## src/logic/vts_pkg.sv

```systemverilog
// vector table select and interrupt register fragment: shared constants
// assumes a 32-bit apb slave with byte addresses on 8 address bits
package vts_pkg;

  localparam int VTS_NSRC = 5;
  localparam int VTS_SRC_PWM = 0;
  localparam int VTS_SRC_SER = 1;
  localparam int VTS_SRC_ADC6 = 2;
  localparam int VTS_SRC_ADC3 = 3;
  localparam int VTS_SRC_ADC2 = 4;

  // register byte offsets
  localparam logic [7:0] VTS_OFF_ICTL2 = 8'h00;
  localparam logic [7:0] VTS_OFF_FS3 = 8'h04;
  localparam logic [7:0] VTS_OFF_FS4 = 8'h08;
  localparam logic [7:0] VTS_OFF_EC7 = 8'h0C;
  localparam logic [7:0] VTS_OFF_PC29 = 8'h10;
  localparam logic [7:0] VTS_OFF_ADCF = 8'h14;
  localparam logic [7:0] VTS_OFF_SEN = 8'h18;
  localparam logic [7:0] VTS_OFF_SPRI = 8'h1C;
  localparam logic [7:0] VTS_OFF_ISTS = 8'h20;
  localparam logic [7:0] VTS_OFF_IMSK = 8'h24;
  localparam logic [7:0] VTS_OFF_VSTS = 8'h28;

  // field positions
  localparam int VTS_ALT_BIT = 15;
  localparam int VTS_PWM_FLAG_BIT = 9;
  localparam int VTS_SER_FLAG_BIT = 1;
  localparam int VTS_ADC6_BIT = 4;
  localparam int VTS_ADC3_BIT = 1;
  localparam int VTS_ADC2_BIT = 0;
  localparam int VTS_PRI6_LSB = 0;
  localparam int VTS_SEN_PWM_BIT = 0;
  localparam int VTS_SEN_SER_BIT = 1;
  localparam int VTS_SPRI_PWM_LSB = 0;
  localparam int VTS_SPRI_SER_LSB = 4;
  localparam int VTS_SPRI_ADC3_LSB = 8;
  localparam int VTS_SPRI_ADC2_LSB = 12;
  localparam int VTS_VSTS_PRI_LSB = 24;
  localparam int VTS_VSTS_ALT_BIT = 30;
  localparam int VTS_VSTS_VLD_BIT = 31;

  // reset values and vector geometry
  localparam logic [2:0] VTS_PRI_RST = 3'h4;
  localparam logic [2:0] VTS_PRI_OFF = 3'h0;
  localparam logic [23:0] VTS_RESET_PC = 24'h00_0000;
  localparam logic [23:0] VTS_DEF_BASE = 24'h00_0004;
  localparam logic [23:0] VTS_VEC_STEP = 24'h00_0002;
  localparam int VTS_TBL_ENTRIES = 126;
  // slot of each source inside a table, same in both tables
  localparam logic [VTS_NSRC-1:0][6:0] VTS_SRC_SLOT =
    {7'h4C, 7'h4B, 7'h4A, 7'h49, 7'h48};

  typedef struct packed {
    logic alt;
    logic [VTS_NSRC-1:0] flg;
    logic [VTS_NSRC-1:0] en;
    logic [VTS_NSRC-1:0][2:0] pri;
    logic [VTS_NSRC-1:0] sts;
    logic [VTS_NSRC-1:0] msk;
    logic [31:0] rdata;
    logic rdy;
    logic err;
    logic irq;
    logic vld;
    logic valt;
    logic [2:0] vsrc;
    logic [2:0] vpri;
    logic [23:0] vaddr;
  } vts_state_t;

  localparam vts_state_t VTS_ST_RST = '{
    alt: 1'b0, flg: '0, en: '0, pri: {VTS_NSRC{VTS_PRI_RST}},
    sts: '0, msk: '0, rdata: 32'h0000_0000, rdy: 1'b0, err: 1'b0,
    irq: 1'b0, vld: 1'b0, valt: 1'b0, vsrc: 3'h0, vpri: 3'h0,
    vaddr: VTS_RESET_PC};

endpackage : vts_pkg

```

## src/logic/vts_arb_if.sv

```systemverilog
// carrier between the register block and the priority picker
// assumes both ends sit in the same pclk domain
`timescale 1ns/1ps
interface vts_arb_if;
  logic [vts_pkg::VTS_NSRC-1:0] pend;
  logic [vts_pkg::VTS_NSRC-1:0][2:0] pri;
  logic win_vld;
  logic [2:0] win_idx;
  logic [2:0] win_pri;
  modport regs (output pend, output pri,
                input win_vld, input win_idx, input win_pri);
  modport arb (input pend, input pri,
               output win_vld, output win_idx, output win_pri);
endinterface : vts_arb_if

```

## src/logic/vts_top.sv

```systemverilog
// vector table select, flag/enable/priority registers, apb slave
// assumes apb master in pclk domain and single-cycle source event pulses
//
// Register access over APB and the address map were decided locally.
`timescale 1ns/1ps
module vts_top #(
  parameter int TBL_ENTRIES = vts_pkg::VTS_TBL_ENTRIES
) (
  input wire logic pclk,
  input wire logic presetn,
  input wire logic ce,
  input wire logic psel,
  input wire logic penable,
  input wire logic pwrite,
  input wire logic [7:0] paddr,
  input wire logic [31:0] pwdata,
  output logic [31:0] prdata,
  output logic pready,
  output logic pslverr,
  input wire logic [vts_pkg::VTS_NSRC-1:0] src_evt,
  output logic irq,
  output logic alt_table_select,
  output logic vec_vld,
  output logic [2:0] vec_pri,
  output logic [23:0] vec_addr
);

  localparam logic [23:0] ALT_BASE = vts_pkg::VTS_DEF_BASE +
    24'(TBL_ENTRIES * 2);

  vts_pkg::vts_state_t st_ff;
  vts_pkg::vts_state_t nxt_st;
  logic setup;
  logic acc;
  logic [31:0] rd_val;
  logic rd_hit;
  logic [23:0] slot_off;

  vts_arb_if ab ();

  vts_arb u_arb (
    .a(ab)
  );

  assign ab.pend = st_ff.flg & st_ff.en;
  assign ab.pri = st_ff.pri;
  assign setup = psel && !penable;
  assign acc = psel && penable && st_ff.rdy;
  assign slot_off = 24'(vts_pkg::VTS_SRC_SLOT[ab.win_idx]) *
    vts_pkg::VTS_VEC_STEP;

  // read mux; bits not listed stay zero
  always_comb begin
    rd_val = 32'h0000_0000;
    rd_hit = 1'b1;
    case (paddr)
      vts_pkg::VTS_OFF_ICTL2: begin
        rd_val[vts_pkg::VTS_ALT_BIT] = st_ff.alt;
      end
      vts_pkg::VTS_OFF_FS3: begin
        rd_val[vts_pkg::VTS_PWM_FLAG_BIT] =
          st_ff.flg[vts_pkg::VTS_SRC_PWM];
      end
      vts_pkg::VTS_OFF_FS4: begin
        rd_val[vts_pkg::VTS_SER_FLAG_BIT] =
          st_ff.flg[vts_pkg::VTS_SRC_SER];
      end
      vts_pkg::VTS_OFF_EC7: begin
        rd_val[vts_pkg::VTS_ADC6_BIT] = st_ff.en[vts_pkg::VTS_SRC_ADC6];
        rd_val[vts_pkg::VTS_ADC3_BIT] = st_ff.en[vts_pkg::VTS_SRC_ADC3];
        rd_val[vts_pkg::VTS_ADC2_BIT] = st_ff.en[vts_pkg::VTS_SRC_ADC2];
      end
      vts_pkg::VTS_OFF_PC29: begin
        rd_val[vts_pkg::VTS_PRI6_LSB +: 3] =
          st_ff.pri[vts_pkg::VTS_SRC_ADC6];
      end
      vts_pkg::VTS_OFF_ADCF: begin
        rd_val[vts_pkg::VTS_ADC6_BIT] = st_ff.flg[vts_pkg::VTS_SRC_ADC6];
        rd_val[vts_pkg::VTS_ADC3_BIT] = st_ff.flg[vts_pkg::VTS_SRC_ADC3];
        rd_val[vts_pkg::VTS_ADC2_BIT] = st_ff.flg[vts_pkg::VTS_SRC_ADC2];
      end
      vts_pkg::VTS_OFF_SEN: begin
        rd_val[vts_pkg::VTS_SEN_PWM_BIT] = st_ff.en[vts_pkg::VTS_SRC_PWM];
        rd_val[vts_pkg::VTS_SEN_SER_BIT] = st_ff.en[vts_pkg::VTS_SRC_SER];
      end
      vts_pkg::VTS_OFF_SPRI: begin
        rd_val[vts_pkg::VTS_SPRI_PWM_LSB +: 3] =
          st_ff.pri[vts_pkg::VTS_SRC_PWM];
        rd_val[vts_pkg::VTS_SPRI_SER_LSB +: 3] =
          st_ff.pri[vts_pkg::VTS_SRC_SER];
        rd_val[vts_pkg::VTS_SPRI_ADC3_LSB +: 3] =
          st_ff.pri[vts_pkg::VTS_SRC_ADC3];
        rd_val[vts_pkg::VTS_SPRI_ADC2_LSB +: 3] =
          st_ff.pri[vts_pkg::VTS_SRC_ADC2];
      end
      vts_pkg::VTS_OFF_ISTS: begin
        rd_val[vts_pkg::VTS_NSRC-1:0] = st_ff.sts;
      end
      vts_pkg::VTS_OFF_IMSK: begin
        rd_val[vts_pkg::VTS_NSRC-1:0] = st_ff.msk;
      end
      vts_pkg::VTS_OFF_VSTS: begin
        rd_val[23:0] = st_ff.vaddr;
        rd_val[vts_pkg::VTS_VSTS_PRI_LSB +: 3] = st_ff.vpri;
        rd_val[vts_pkg::VTS_VSTS_ALT_BIT] = st_ff.valt;
        rd_val[vts_pkg::VTS_VSTS_VLD_BIT] = st_ff.vld;
      end
      default: begin
        rd_hit = 1'b0;
      end
    endcase
  end

  always_comb begin
    nxt_st = st_ff;
    if (ce) begin
      // read data is latched in setup so pready and prdata leave flops
      nxt_st.rdy = setup;
      nxt_st.err = setup && !rd_hit;
      nxt_st.rdata = (setup && !pwrite) ? rd_val : 32'h0000_0000;
      if (acc && pwrite) begin
        case (paddr)
          vts_pkg::VTS_OFF_ICTL2: begin
            nxt_st.alt = pwdata[vts_pkg::VTS_ALT_BIT];
          end
          vts_pkg::VTS_OFF_FS3: begin
            nxt_st.flg[vts_pkg::VTS_SRC_PWM] =
              pwdata[vts_pkg::VTS_PWM_FLAG_BIT];
          end
          vts_pkg::VTS_OFF_FS4: begin
            nxt_st.flg[vts_pkg::VTS_SRC_SER] =
              pwdata[vts_pkg::VTS_SER_FLAG_BIT];
          end
          vts_pkg::VTS_OFF_EC7: begin
            nxt_st.en[vts_pkg::VTS_SRC_ADC6] =
              pwdata[vts_pkg::VTS_ADC6_BIT];
            nxt_st.en[vts_pkg::VTS_SRC_ADC3] =
              pwdata[vts_pkg::VTS_ADC3_BIT];
            nxt_st.en[vts_pkg::VTS_SRC_ADC2] =
              pwdata[vts_pkg::VTS_ADC2_BIT];
          end
          vts_pkg::VTS_OFF_PC29: begin
            nxt_st.pri[vts_pkg::VTS_SRC_ADC6] =
              pwdata[vts_pkg::VTS_PRI6_LSB +: 3];
          end
          vts_pkg::VTS_OFF_ADCF: begin
            nxt_st.flg[vts_pkg::VTS_SRC_ADC6] = pwdata[vts_pkg::VTS_ADC6_BIT];
            nxt_st.flg[vts_pkg::VTS_SRC_ADC3] = pwdata[vts_pkg::VTS_ADC3_BIT];
            nxt_st.flg[vts_pkg::VTS_SRC_ADC2] = pwdata[vts_pkg::VTS_ADC2_BIT];
          end
          vts_pkg::VTS_OFF_SEN: begin
            nxt_st.en[vts_pkg::VTS_SRC_PWM] = pwdata[vts_pkg::VTS_SEN_PWM_BIT];
            nxt_st.en[vts_pkg::VTS_SRC_SER] = pwdata[vts_pkg::VTS_SEN_SER_BIT];
          end
          vts_pkg::VTS_OFF_SPRI: begin
            nxt_st.pri[vts_pkg::VTS_SRC_PWM] =
              pwdata[vts_pkg::VTS_SPRI_PWM_LSB +: 3];
            nxt_st.pri[vts_pkg::VTS_SRC_SER] =
              pwdata[vts_pkg::VTS_SPRI_SER_LSB +: 3];
            nxt_st.pri[vts_pkg::VTS_SRC_ADC3] =
              pwdata[vts_pkg::VTS_SPRI_ADC3_LSB +: 3];
            nxt_st.pri[vts_pkg::VTS_SRC_ADC2] =
              pwdata[vts_pkg::VTS_SPRI_ADC2_LSB +: 3];
          end
          vts_pkg::VTS_OFF_IMSK: begin
            nxt_st.msk = pwdata[vts_pkg::VTS_NSRC-1:0];
          end
          default: begin
            nxt_st.msk = st_ff.msk;
          end
        endcase
      end
      // clear only what the read returned, so a late event survives
      if (acc && !pwrite && paddr == vts_pkg::VTS_OFF_ISTS) begin
        nxt_st.sts = st_ff.sts & ~st_ff.rdata[vts_pkg::VTS_NSRC-1:0];
      end
      // hardware set wins over a software clear in the same cycle
      nxt_st.flg = nxt_st.flg | src_evt;
      nxt_st.sts = nxt_st.sts | src_evt;
      nxt_st.irq = |(nxt_st.sts & nxt_st.msk);
      nxt_st.vld = ab.win_vld;
      nxt_st.vsrc = ab.win_idx;
      nxt_st.vpri = ab.win_pri;
      nxt_st.valt = st_ff.alt;
      // with nothing pending the address rests at the reset fetch point
      nxt_st.vaddr = ab.win_vld ?
        ((st_ff.alt ? ALT_BASE : vts_pkg::VTS_DEF_BASE) + slot_off) :
        vts_pkg::VTS_RESET_PC;
    end
  end

  // reset forces fetch address to zero and raises no vector
  always_ff @(posedge pclk or negedge presetn) begin
    if (!presetn) begin
      st_ff <= vts_pkg::VTS_ST_RST;
    end else begin
      st_ff <= nxt_st;
    end
  end

  assign prdata = st_ff.rdata;
  assign pready = st_ff.rdy;
  assign pslverr = st_ff.err;
  assign irq = st_ff.irq;
  assign alt_table_select = st_ff.alt;
  assign vec_vld = st_ff.vld;
  assign vec_pri = st_ff.vpri;
  assign vec_addr = st_ff.vaddr;

  logic [23:0] exp_addr;
  assign exp_addr = (st_ff.valt ? ALT_BASE : vts_pkg::VTS_DEF_BASE) +
    24'(vts_pkg::VTS_SRC_SLOT[st_ff.vsrc]) * vts_pkg::VTS_VEC_STEP;

  a_alt_table_follow: assert property (@(posedge pclk) disable iff (!presetn)
    $past(ce) && vec_vld |-> st_ff.valt == $past(st_ff.alt))
    else $error("vector table select not followed");
  a_slot_layout_same: assert property (@(posedge pclk) disable iff (!presetn)
    vec_vld |-> vec_addr == exp_addr)
    else $error("vector address off the slot layout");
  a_reset_pc_zero: assert property (@(posedge pclk) disable iff (!presetn)
    !$past(presetn) |-> vec_addr == vts_pkg::VTS_RESET_PC
      && st_ff.flg == '0 && st_ff.en == '0)
    else $error("registers not cleared by reset");
  a_reset_no_vector: assert property (@(posedge pclk) disable iff (!presetn)
    !$past(presetn) |-> !vec_vld && !irq)
    else $error("vector presented for reset");
  a_pwm_flag_write: assert property (@(posedge pclk) disable iff (!presetn)
    ce && acc && pwrite && paddr == vts_pkg::VTS_OFF_FS3 |=>
      st_ff.flg[0] == ($past(pwdata[9]) | $past(src_evt[0])))
    else $error("pwm match flag write lost");
  a_serial_flag_set: assert property (@(posedge pclk) disable iff (!presetn)
    ce && src_evt[1] |=> st_ff.flg[1])
    else $error("serial error flag not set");
  a_unimpl_zero: assert property (@(posedge pclk) disable iff (!presetn)
    pready && (paddr == vts_pkg::VTS_OFF_EC7) |->
      (prdata & 32'hFFFF_FFEC) == 32'h0000_0000)
    else $error("unimplemented bits read nonzero");
  a_pri6_disable: assert property (@(posedge pclk) disable iff (!presetn)
    $past(ce) && $past(st_ff.pri[2]) == 3'h0 |-> !(vec_vld
      && st_ff.vsrc == 3'h2))
    else $error("priority zero source won");
  a_request_cause: assert property (@(posedge pclk) disable iff (!presetn)
    $past(ce) && vec_vld |-> $past(|(st_ff.flg & st_ff.en)) &&
      vec_pri != 3'h0)
    else $error("vector without pending enabled source");
  a_enable_write: assert property (@(posedge pclk) disable iff (!presetn)
    ce && acc && pwrite && paddr == vts_pkg::VTS_OFF_EC7 |=>
      st_ff.en[4:2] == {$past(pwdata[0]), $past(pwdata[1]),
        $past(pwdata[4])})
    else $error("enable seven write misplaced");

  c_alt_vector: cover property (@(posedge pclk) vec_vld && st_ff.valt);
  c_irq_raised: cover property (@(posedge pclk) $rose(irq));
  c_set_and_clear: cover property (@(posedge pclk)
    acc && !pwrite && paddr == vts_pkg::VTS_OFF_ISTS && |src_evt);

endmodule : vts_top

```

## src/logic/vts_arb.sv

```systemverilog
// combinational priority picker over the pending sources
// assumes pend already folds in flag and enable
`timescale 1ns/1ps
module vts_arb (
  vts_arb_if.arb a
);

  logic [2:0] best_pri;
  logic [2:0] best_idx;

  // strict compare: on equal priority the lower slot keeps the win
  always_comb begin
    best_pri = vts_pkg::VTS_PRI_OFF;
    best_idx = 3'h0;
    for (int i = 0; i < vts_pkg::VTS_NSRC; i++) begin
      if (a.pend[i] && a.pri[i] > best_pri) begin
        best_pri = a.pri[i];
        best_idx = 3'(i);
      end
    end
  end

  assign a.win_vld = best_pri != vts_pkg::VTS_PRI_OFF;
  assign a.win_idx = best_idx;
  assign a.win_pri = best_pri;

endmodule : vts_arb

```

## config.mk

```make
export PLATFORM = sky130hd
export DESIGN_NAME = vts_top
export DESIGN_NICKNAME = d
export VERILOG_FILES = /design/src/logic/vts_pkg.sv /design/src/logic/vts_arb_if.sv /design/src/logic/vts_top.sv /design/src/logic/vts_arb.sv
export SDC_FILE = /design/constraint.sdc
export NUM_CORES = 1
export LEC_CHECK = 0
export BUFFER_PORTS_ARGS = -buffer_cell sky130_fd_sc_hd__buf_2
export CAP_MARGIN = 25
export CORE_UTILIZATION = 40
export CTS_BUF_LIST = sky130_fd_sc_hd__clkbuf_8 sky130_fd_sc_hd__clkbuf_16
export DETAILED_ROUTE_END_ITERATION = 10
export PLACE_DENSITY = 0.65
export SLEW_MARGIN = 20
export SYNTH_ARGS = -nofsm -noshare
export SYNTH_HDL_FRONTEND = slang
export SYNTH_SLANG_ARGS = --single-unit
```

## constraint.sdc

```tcl
create_clock -name pclk -period 7.5 [get_ports pclk]
set_clock_uncertainty 0.2 [all_clocks]
set_input_delay 1.875 -clock pclk [delete_from_list [all_inputs] [get_ports pclk]]
set_output_delay 1.875 -clock pclk [all_outputs]
set_load 0.05 [all_outputs]
```

==> run metrics, run 1 <==
Finish-stage setup viols 0; most common flop cell mapped by yosys dfrtp_1; register area around 1700 µm²; H-tree Lvls 3; syn_area_per_cell ~10 µm²; run status completed; cts bufs inserted 9; Gate power share ~11%; Crit. End Element flop; post-cts repair resize count 0; Worst Hold Depth 1; Gate Count Post-Synth roughly 430; crit share post-route 92.3%; DRC viols 0; final slew viol count 0; gr usage total about a fifth; Post-CTS Hold Fix Bufs 0; vias per inst 5.54; CP startpoint kind flop; 1st-iter DRT viols 186; drt pass-1 iters 5; Setup Buffers After CTS 0; P_int 0.612 mW; YS warnings 0; Worst R2R Path Depth 31; Multi-input gate area approximately 2200 µm²; Leak ~2.2 nW; switching part of the total around 27%; initial core utilization around two fifths; CTS Sinks 69; drt wl/cell 17.2 µm; Setup CP Type flop to flop; CP arrival about 6.9 ns; final WL 10600 µm; EDFF count, synth 0; Crit path top cell by count ha_1; most common cell in the synthesized netlist dfrtp_1; maximum VDD drop 98.6 µV; clock network power share 43.8%; initial antenna violation count 0; fin util 45.4%; register area share after synthesis 40.2%; P per Cell Area 178 nW/µm²; Yosys reg bits 69; Max-Cap Viols 0; Area growth syn-to-layout 9.02%; synth top area cells dfrtp_1 37%, buf_4 10%, mux2_2 6.8%, ha_1 3.5%, dfstp_2 3.0%; CTS tree yes; I/O pin cnt 115; CTS clk-pin slew, worst paths 0.08 ns; Overflow after GRT 0; Core Region 10400 µm²; Final #Nets 535; via count 3397; area share of the largest cell type after synthesis ~37%; Die W between 100 and 150 µm; hold crit path type flop to flop; GP Congestion 0.877; Critical Path Fanout Max 9; P_sw ~0.22 mW; Worst-Margin Slew 1.03 ns; Max clock buf depth 2; number of global-route vias before repair 3334; slowest CP cell dfstp_2; Post-DRT Antenna Nets 0; RSZ-0062 raised after global routing false; largest net degree at the start of global routing 70; Root Buffer clkbuf_8; first-pass GRT wire length 17200 µm; ys async rst share 100%; die span in y 106 µm; most common library cells after synthesis 64 x dfrtp_1, 59 x buf_4, 33 x nand2_1, 33 x nor2_1, 26 x mux2_2; dpl hpwl 7960 µm; Worst EP required 7.50 ns; min cycle time layout 6.92 ns; Max-slew headroom 30.7%; filler cell count 1028; Final Hold Viols 0; Clock Latency Late Sink 0.35 ns; # port buffers 67; share of layout cells above drive strength 1 approximately 29%; CP peak stage delay 0.57 ns; Synth area leader dfrtp_1; std cell rows 37; sequential cell fraction of total power 45.5%; Peak Freq 0.145 GHz; Yosys cell types 67; antenna cell count 0; Post-Syn Area 4310 µm²; DIE AREA roughly 11000 µm²; Setup TNS 0 ns
-- worst paths after layout --
kind	startpoint	endpoint	slack, ns
worst min-delay path	st_ff[30]	prdata[30]	0.29
worst min register to register	st_ff[30]	prdata[30]	0.29
worst max register to register	ab.pri[2]	vec_addr[2]	0.58
min in group asynchronous	presetn	st_ff[70]	1.52
worst max-delay path	ab.pri[2]	vec_addr[2]	0.58
max in group asynchronous	presetn	prdata[14]	5.00
-- routing by layer --
layer,GRT usage (%),vias up,wire [µm]
met1,26.1,1677,4690
met5,0,-,0
li1,-,1577,-
met2,32.2,128,5090
met4,7.44,0,201
met3,4.39,15,577
-- stage by stage --
stage                     setup slack, ns  power [mW]  instance area, µm²  hold WS (ns)  std cells
after floorplan                      1.56       0.462                4420         0.256        460
after global placement              0.771       0.477                4460         0.267        597
after detailed placement            0.664       0.478                4460         0.274        597
after CTS                           0.597       0.846                4700         0.288        613
after global routing               0.0385       0.866                4700         0.302        613
final                               0.580       0.837                4700         0.286        613
-- critical path, delay by kind of cell, from the launching register on --
kind	cells	cell delay, ns
and+or+nand+nor	13	2.02
adders and majority gates	4	1.06
DFF	1	0.57
buffers and inverters	2	0.26
AOI/OAI and AO/OA	12	2.65
-- registers in the layout, summed over array words and instances (netlist names) --
register	flops
ab.pri	15
alt_table_select	1
irq	1
prdata	19
pready	1
pslverr	1
st_ff	21
vec_addr	7
vec_pri	3
-- layout by cell type (no fill, tap or decap), types with 3 or more instances in the layout --
cell / count
conb_1: 29
a222oi_1: 3
nand3b_1: 4
o2bb2ai_1: 3
or2_2: 3
dfstp_2: 5
o21a_1: 4
and3_1: 4
mux2_2: 26
nor3_1: 10
bufinv_16: 3
inv_1: 12
a21oi_1: 21
dfrtp_1: 64
buf_2: 67
a21o_1: 5
o21ai_0: 7
o22ai_1: 3
a211oi_1: 6
nand3_1: 16
ha_1: 12
nand2_1: 33
nor2b_1: 4
nor2_1: 33
a22o_1: 14
a31oi_1: 7
mux2i_1: 10
a22oi_1: 9
buf_4: 3
clkbuf_8: 9
-- area by class of cell --
class | count | area share (%)
clock inverter | 7 | 2.45
sequential | 69 | 36.8
multi-input combinational | 309 | 45.8
tap | 136 | 3.62
inverter | 13 | 1.04
clock buffer | 9 | 2.63
timing repair buffer | 70 | 7.61
-- power groups by stage --
| stage | clock, mW | combinational (mW) | sequential [mW] |
|---|---|---|---|
| 2_1_floorplan | 0 | 0.0698 | 0.392 |
| 3_3_place_gp | 0 | 0.0900 | 0.387 |
| 3_5_place_dp | 0 | 0.0901 | 0.387 |
| 4_1_cts | 0.375 | 0.0903 | 0.380 |
| 5_1_grt | 0.389 | 0.0963 | 0.381 |
| 6_report | 0.366 | 0.0901 | 0.380 |
-- cells by family after synthesis --
kind of cell               count (synthesis)  share of synthesized area, %
AOI/OAI and AO/OA                        109                          19.8
xor gates and xnor gates                   1                         0.203
adders and majority gates                 12                          3.48
buffers and inverters                     82                          12.3
DFF                                       69                          40.2
muxes                                     38                          9.63
other                                      1                        0.0869
and+or+nand+nor                          120                          14.3
No activity file was read; power rests on OpenSTA's default activity.
==> run 2, diff against run 1 <==
Settings changed: ABC_AREA from default to 1, CORE_UTILIZATION 40 to 45, PLACE_DENSITY 0.65 to 0.72.
==> run 2 against run 1 <==
Net effect: non-clock buffer count stayed put; via count grew 7.0%; largest power group is now the clock network; critical path type unchanged; global-route usage is 1.1 points higher; sequential cell count is the same.
==> run metrics, run 2 <==
1st-iter DRT viols 275 (was 186); CP startpoint kind flop (unchanged); Worst Setup SP ab.pri[2] (unchanged); Worst-Margin Slew 0.860 ns (was 1.03 ns); Leak 2.41 nW (was 2.20 nW); Max-Cap Viols 0 (unchanged); Yosys reg bits 69 (unchanged); post-synthesis xor/xnor area fraction 0% (was 0.203%); antenna cell count 0 (unchanged); YS warnings 0 (unchanged); Biggest register st_ff (unchanged); CTS clk-pin slew, worst paths 0.08 ns (about the same); Setup Buffers After CTS 0 (unchanged); Max-slew headroom 42.4% (was 30.7%); GP Congestion 0.891 (was 0.877); RSZ-0062 raised after global routing false (unchanged); gr usage total 21.0% (was 19.9%); CTS tree yes (unchanged); Final Hold Viols 0 (unchanged); commonest non-fill, non-tap cells in the layout 119 x nand2_1, 67 x inv_1, 67 x buf_2 (was 67 x buf_2, 64 x dfrtp_1, 33 x nor2_1, 33 x nand2_1, 29 x conb_1); number of global-route vias before repair 3464 (was 3334); Synth Area in Adders 3.53% (was 3.48%); ys async rst share 100% (unchanged); final slew viol count 0 (unchanged); Yosys cell types 42 (was 67); Die W 99.2 µm (was 106 µm); DIE AREA 9840 µm² (was 11200 µm²); filler cell count 879 (was 1028); initial antenna violation count 0 (unchanged); syn_area_per_cell 8.00 µm² (was 9.99 µm²); slowest CP cell dfstp_2 (unchanged); drt pass-1 iters 5 (unchanged); first-pass GRT wire length 16300 µm (was 17200 µm); CP delay by family, top simple AND/OR/NAND/NOR gates (was compound AO/OA/AOI/OAI gates); WHS 0.287 ns (was 0.286 ns); H-tree Lvls 3 (unchanged); run status completed (unchanged); Setup TNS 0 ns (unchanged); min cycle time layout 6.05 ns (was 6.92 ns); final WL 9890 µm (was 10600 µm); std cell rows 35 (was 37); dpl hpwl 7310 µm (was 7960 µm); Worst EP required 7.54 ns (was 7.50 ns); Synth area leader dfrtp_1 (unchanged); # port buffers 67 (unchanged); Critical R2R Launch ab.pri[2] (unchanged); met2 WL 4740 µm (was 5090 µm); most common cell in the synthesized netlist nand2_1 (was dfrtp_1); synth top area cells dfrtp_1 38%, buf_4 11%, nand2_1 11%, inv_1 5.9%, o21ai_0 5.8% (was dfrtp_1 37%, buf_4 10%, mux2_2 6.8%, ha_1 3.5%, dfstp_2 3.0%); Finish-stage setup viols 0 (unchanged); Overflow after GRT 0 (unchanged); Core Region 9200 µm² (was 10400 µm²); share of layout cells above drive strength 1 21.3% (was 28.5%); Post-CTS Hold Fix Bufs 0 (unchanged); post-synthesis mux area share 0% (was 9.63%); CP arrival 6.09 ns (was 6.92 ns); Max clock buf depth 2 (unchanged); Post-Syn Area 4250 µm² (was 4310 µm²); DRC viols 0 (unchanged); commonest non-fill, non-tap cell in the layout nand2_1 (was buf_2); post-cts repair resize count 0 (unchanged); most common library cells after synthesis 119 x nand2_1, 67 x inv_1, 64 x dfrtp_1, 60 x buf_4, 49 x o21ai_0 (was 64 x dfrtp_1, 59 x buf_4, 33 x nand2_1, 33 x nor2_1, 26 x mux2_2); Post-Layout Inst Area 4620 µm² (was 4700 µm²); post-synthesis compound-gate area fraction 13.7% (was 19.8%); max reg flops 21 (unchanged); Buf/Inv on CP 5 (was 2); Multi-input gate area 1870 µm² (was 2150 µm²); via count 3634 (was 3397); Placed Area 4360 µm² (was 4460 µm²); wl on met1 4310 µm (was 4690 µm); initial core utilization 46.2% (was 41.6%); P per Cell Area 192 nW/µm² (was 178 nW/µm²); Final #Nets 632 (was 535); most common flop cell mapped by yosys dfrtp_1 (unchanged); routed wl met3 579 µm (was 577 µm); Crit. End Element flop (unchanged); CP peak stage delay 0.57 ns (about the same); register area share after synthesis 40.8% (was 40.2%); die span in y 99.2 µm (was 106 µm); I/O pin cnt 115 (unchanged); Area growth syn-to-layout 8.80% (was 9.02%); register area 1730 µm² (unchanged); Post-DRT Antenna Nets 0 (unchanged); Crit path top cell by count nand2_1 (was ha_1); Root Buffer clkbuf_8 (unchanged); crit share post-route 80.6% (was 92.3%); Clock Latency Late Sink 0.35 ns (about the same); DR top layer met4 (unchanged); largest family of logic cells by synthesized area simple AND/OR/NAND/NOR gates (was compound AO/OA/AOI/OAI gates); Gate Count Post-Synth 531 (was 432); Setup CP Type flop to flop (unchanged); hold crit path type flop to flop (unchanged); maximum VDD drop 78.7 µV (was 98.6 µV); min-delay src prdata[15] (was st_ff[30]); Synth Area in Simple Gates 24.1% (was 14.3%); Peak Freq 0.165 GHz (was 0.145 GHz); vias per inst 5.31 (was 5.54); largest net degree at the start of global routing 70 (unchanged); area share of the largest cell type after synthesis 37.7% (was 37.1%); drt wl/cell 14.4 µm (was 17.2 µm); cts bufs inserted 9 (unchanged); CTS Sinks 69 (unchanged); EDFF count, synth 0 (unchanged); Critical Path Fanout Max 6 (was 9)
## run 2: changes by cell type in the layout (fill, tap and decap cells not counted), sizes merged, moves of 10 or more
cell	delta
a22o	-14
inv	+56
mux2	-28
mux2i	-10
nand2	+98
nand3	+23
o21ai	+42
## run 2: routing by layer
layer  GRT usage (%)  vias up
met5               0        -
met4            9.28        0
met3            3.16       25
met2            35.7      156
met1            26.7     1723
li1                -     1730
## run 2: metrics by stage
stage                     power (mW)  cells  utilization, %  worst slack, ns
after floorplan                0.468    559               -             2.34
after global placement         0.482    669            47.4             1.80
after detailed placement       0.484    669            47.4             1.60
after CTS                      0.893    685            50.3             1.50
after global routing           0.916    685            50.3             1.02
final                          0.889    685            50.3             1.45
## run 2: cell type report
| type | count | area share, % |
|---|---|---|
| Clock buffer | 9 | 2.68 |
| Clock inverter | 7 | 3.14 |
| Timing Repair Buffer | 70 | 7.74 |
| Multi-Input combinational cell | 350 | 40.3 |
| Tap cell | 111 | 3.00 |
| Sequential cell | 69 | 37.5 |
| Inverter | 69 | 5.63 |
## run 2: worst register-to-register path: cells and delay by family (launching register included)
family | cells | cell delay [ns]
compound gates | 6 | 1.12
simple gates | 18 | 1.79
flops | 1 | 0.57
fa+ha+maj | 6 | 1.58
buf+inv | 5 | 0.66
## run 2: worst paths after layout
kind / slack, ns / cells past startpoint / to
setup / recovery: 1.45 / 35 / vec_addr[3]
hold / removal: 0.29 / 1 / prdata[15]
setup reg to reg: 1.45 / 35 / vec_addr[3]
hold reg to reg: 0.29 / 1 / prdata[15]
max in group asynchronous: 5.02 / 2 / prdata[15]
min in group asynchronous: 1.51 / 2 / st_ff[70]
## run 2: report_power, final
part	switching [mW]	total [mW]	internal [mW]
registers	0.00378	0.383	0.379
clock network	0.155	0.412	0.257
logic	0.0765	0.0937	0.0172
total	0.236	0.889	0.653
## run 2: cell families after synthesis
kind of cell | Yosys count
AO/OA/AOI/OAI | 95
flip-flops | 69
adder cells (fa/ha/maj) | 12
AND/OR/NAND/NOR | 214
buffers and inverters | 140
other | 1
==> run 3, diff against run 2 <==
Settings changed: PLACE_DENSITY 0.72 to 0.75.
Clock period 7.5 ns to 4.9 ns, I/O delays scaled along.
==> run 3 against run 2 <==
Net effect: the run now ends with setup timing left; global-route usage up 1.8 points; worst setup slack lost 1.8 ns; sequential share of layout area shrank 3.3 points; cell count is 5.3% higher; non-clock buffer count grew 36; via count up 5.7%; utilization is 4.8 points higher.
==> run metrics, run 3 (synthesis results as in run 2) <==
DRC viols 0 (unchanged); Pwr Total 1.22 mW (was 0.889 mW); Crit path top cell by count nand2_4 (was nand2_1); via count 3840 (was 3634); largest net degree at the start of global routing 51 (was 70); max reg flops 21 (unchanged); reg2reg setup slack -0.31 ns (was 1.45 ns); Core Region 9200 µm² (unchanged); CTS Sinks 69 (unchanged); antenna cell count 0 (unchanged); drt pass-1 iters 7 (was 5); Final Non-Filler Cells 721 (was 685); first-pass GRT wire length 17300 µm (was 16300 µm); Leak 2.60 nW (was 2.41 nW); post-route setup slack -0.313 ns (was 1.45 ns); initial antenna violation count 0 (unchanged); 1st-iter DRT viols 349 (was 275); min cycle time layout 5.21 ns (was 6.05 ns); GP Congestion 0.940 (was 0.891); P per Cell Area 240 nW/µm² (was 192 nW/µm²); initial core utilization 46.2% (unchanged); Max-slew headroom 38.0% (was 42.4%); Worst-Margin Slew 0.927 ns (was 0.860 ns); dpl hpwl 7830 µm (was 7310 µm); Area growth syn-to-layout 19.2% (was 8.80%); Post-DRT Antenna Nets 0 (unchanged); drt wl/cell 16.1 µm (was 14.4 µm); CP arrival 5.32 ns (was 6.09 ns); maximum VDD drop 103 µV (was 78.7 µV); number of global-route vias before repair 3516 (was 3464); fin util 55.1% (was 50.3%); run status finished, violations left (was completed); Max-Cap Viols 0 (unchanged); Buf/Inv on CP 6 (was 5); # port buffers 67 (unchanged); std cell rows 35 (unchanged); Worst Setup SP ab.pri[2] (unchanged); WHS 0.295 ns (was 0.287 ns); placed cells 693 (was 669); CTS tree yes (unchanged); Biggest register st_ff (unchanged); crit share post-route 106% (was 80.6%); RSZ-0062 raised after global routing true (was false); Overflow after GRT 0 (unchanged); Finish-stage setup viols 10 (was 0); DIE AREA 9840 µm² (unchanged); commonest non-fill, non-tap cells in the layout 108 x nand2_1, 67 x buf_2, 64 x dfrtp_1 (was 119 x nand2_1, 67 x inv_1, 67 x buf_2); Crit path depth 35 (unchanged); Critical R2R Launch ab.pri[2] (unchanged); I/O pin cnt 115 (unchanged); Root Buffer clkbuf_8 (unchanged); Max clock buf depth 2 (unchanged); Post-CTS Hold Fix Bufs 0 (unchanged); Worst R2R Path Depth 35 (unchanged); Worst EP required 5.01 ns (was 7.54 ns); CP startpoint kind flop (unchanged); CP peak stage delay 0.57 ns (about the same); filler cell count 818 (was 879); commonest non-fill, non-tap cell in the layout nand2_1 (unchanged); Worst R2R End vec_addr[3] (unchanged); CP endpoint vec_addr[3] (unchanged); Critical Path Fanout Max 5 (was 6); die span in y 99.2 µm (unchanged); Crit. End Element flop (unchanged); cts bufs inserted 9 (unchanged); Setup TNS -2.47 ns (was 0 ns); CTS clk-pin slew, worst paths 0.08 ns (about the same); H-tree Lvls 3 (unchanged); CP delay by family, top simple AND/OR/NAND/NOR gates (unchanged); gr usage total 22.8% (was 21.0%); final WL 11600 µm (was 9890 µm); final slew viol count 0 (unchanged); Final #Nets 668 (was 632); Final Hold Viols 0 (unchanged); hold crit path type flop to flop (unchanged); Setup CP Type flop to flop (unchanged); slowest CP cell dfstp_2 (unchanged); Die W 99.2 µm (unchanged); share of layout cells above drive strength 1 32.5% (was 21.3%); vias per inst 5.33 (was 5.31); Peak Freq 0.192 GHz (was 0.165 GHz); Clock Latency Late Sink 0.36 ns (was 0.35 ns); failing checks setup timing
-- run 3: cell types whose count changed in the layout (fill, tap and decap cells not counted), sizes merged --
cell / delta
clkinv: +5
bufinv: -3
clkinvlp: -1
inv: -1
buf: +36
-- run 3: worst min-delay path by stage --
stage	startpoint	endpoint	slack, ns	depth (start not counted)
after floorplan	ab.pri[6]	ab.pri[6]	0.25	2
after global placement	prdata[6]	prdata[6]	0.27	2
after detailed placement	prdata[12]	prdata[12]	0.28	2
after CTS	prdata[13]	prdata[13]	0.29	2
after global routing	ab.pri[6]	ab.pri[6]	0.30	2
final	prdata[30]	prdata[30]	0.29	1
-- run 3: power by group --
part | leakage (nW) | internal (mW) | switching (mW) | total (mW)
clock network | 0.104 | 0.238 | 0.246 | 0.483
logic | 1.64 | 0.0278 | 0.120 | 0.148
registers | 0.860 | 0.580 | 0.00659 | 0.587
total | 2.60 | 0.846 | 0.373 | 1.22
-- run 3: final cells by class --
cell class	count	area, µm²	area share, %
Inverter	69	260	5.14
Sequential cell	69	1730	34.2
Timing Repair Buffer	106	636	12.5
Multi-Input combinational cell	350	2100	41.5
Tap cell	111	139	2.74
Clock buffer	9	124	2.44
Clock inverter	7	75.1	1.48
-- run 3: stage by stage --
stage / setup WS, ns / area [µm²]
2_1_floorplan: -0.0255 / 4410
3_3_place_gp: -0.131 / 4590
3_5_place_dp: -0.222 / 4590
4_1_cts: 0.00977 / 4880
5_1_grt: -0.529 / 5070
6_report: -0.313 / 5070
-- run 3: timing repair --
item	in CTS	in global routing
resized for setup	10	32
pin swaps	13	30
endpoints found under the setup margin	9	10
buffers inserted	4	8
-- run 3: routing by layer --
layer / up-vias / GRT usage (%) / wire, µm
met5: - / 0 / 0
met4: 0 / 10.2 / 378
met3: 36 / 3.87 / 770
met2: 188 / 37.0 / 5540
met1: 1814 / 30.2 / 4900
li1: 1802 / - / -
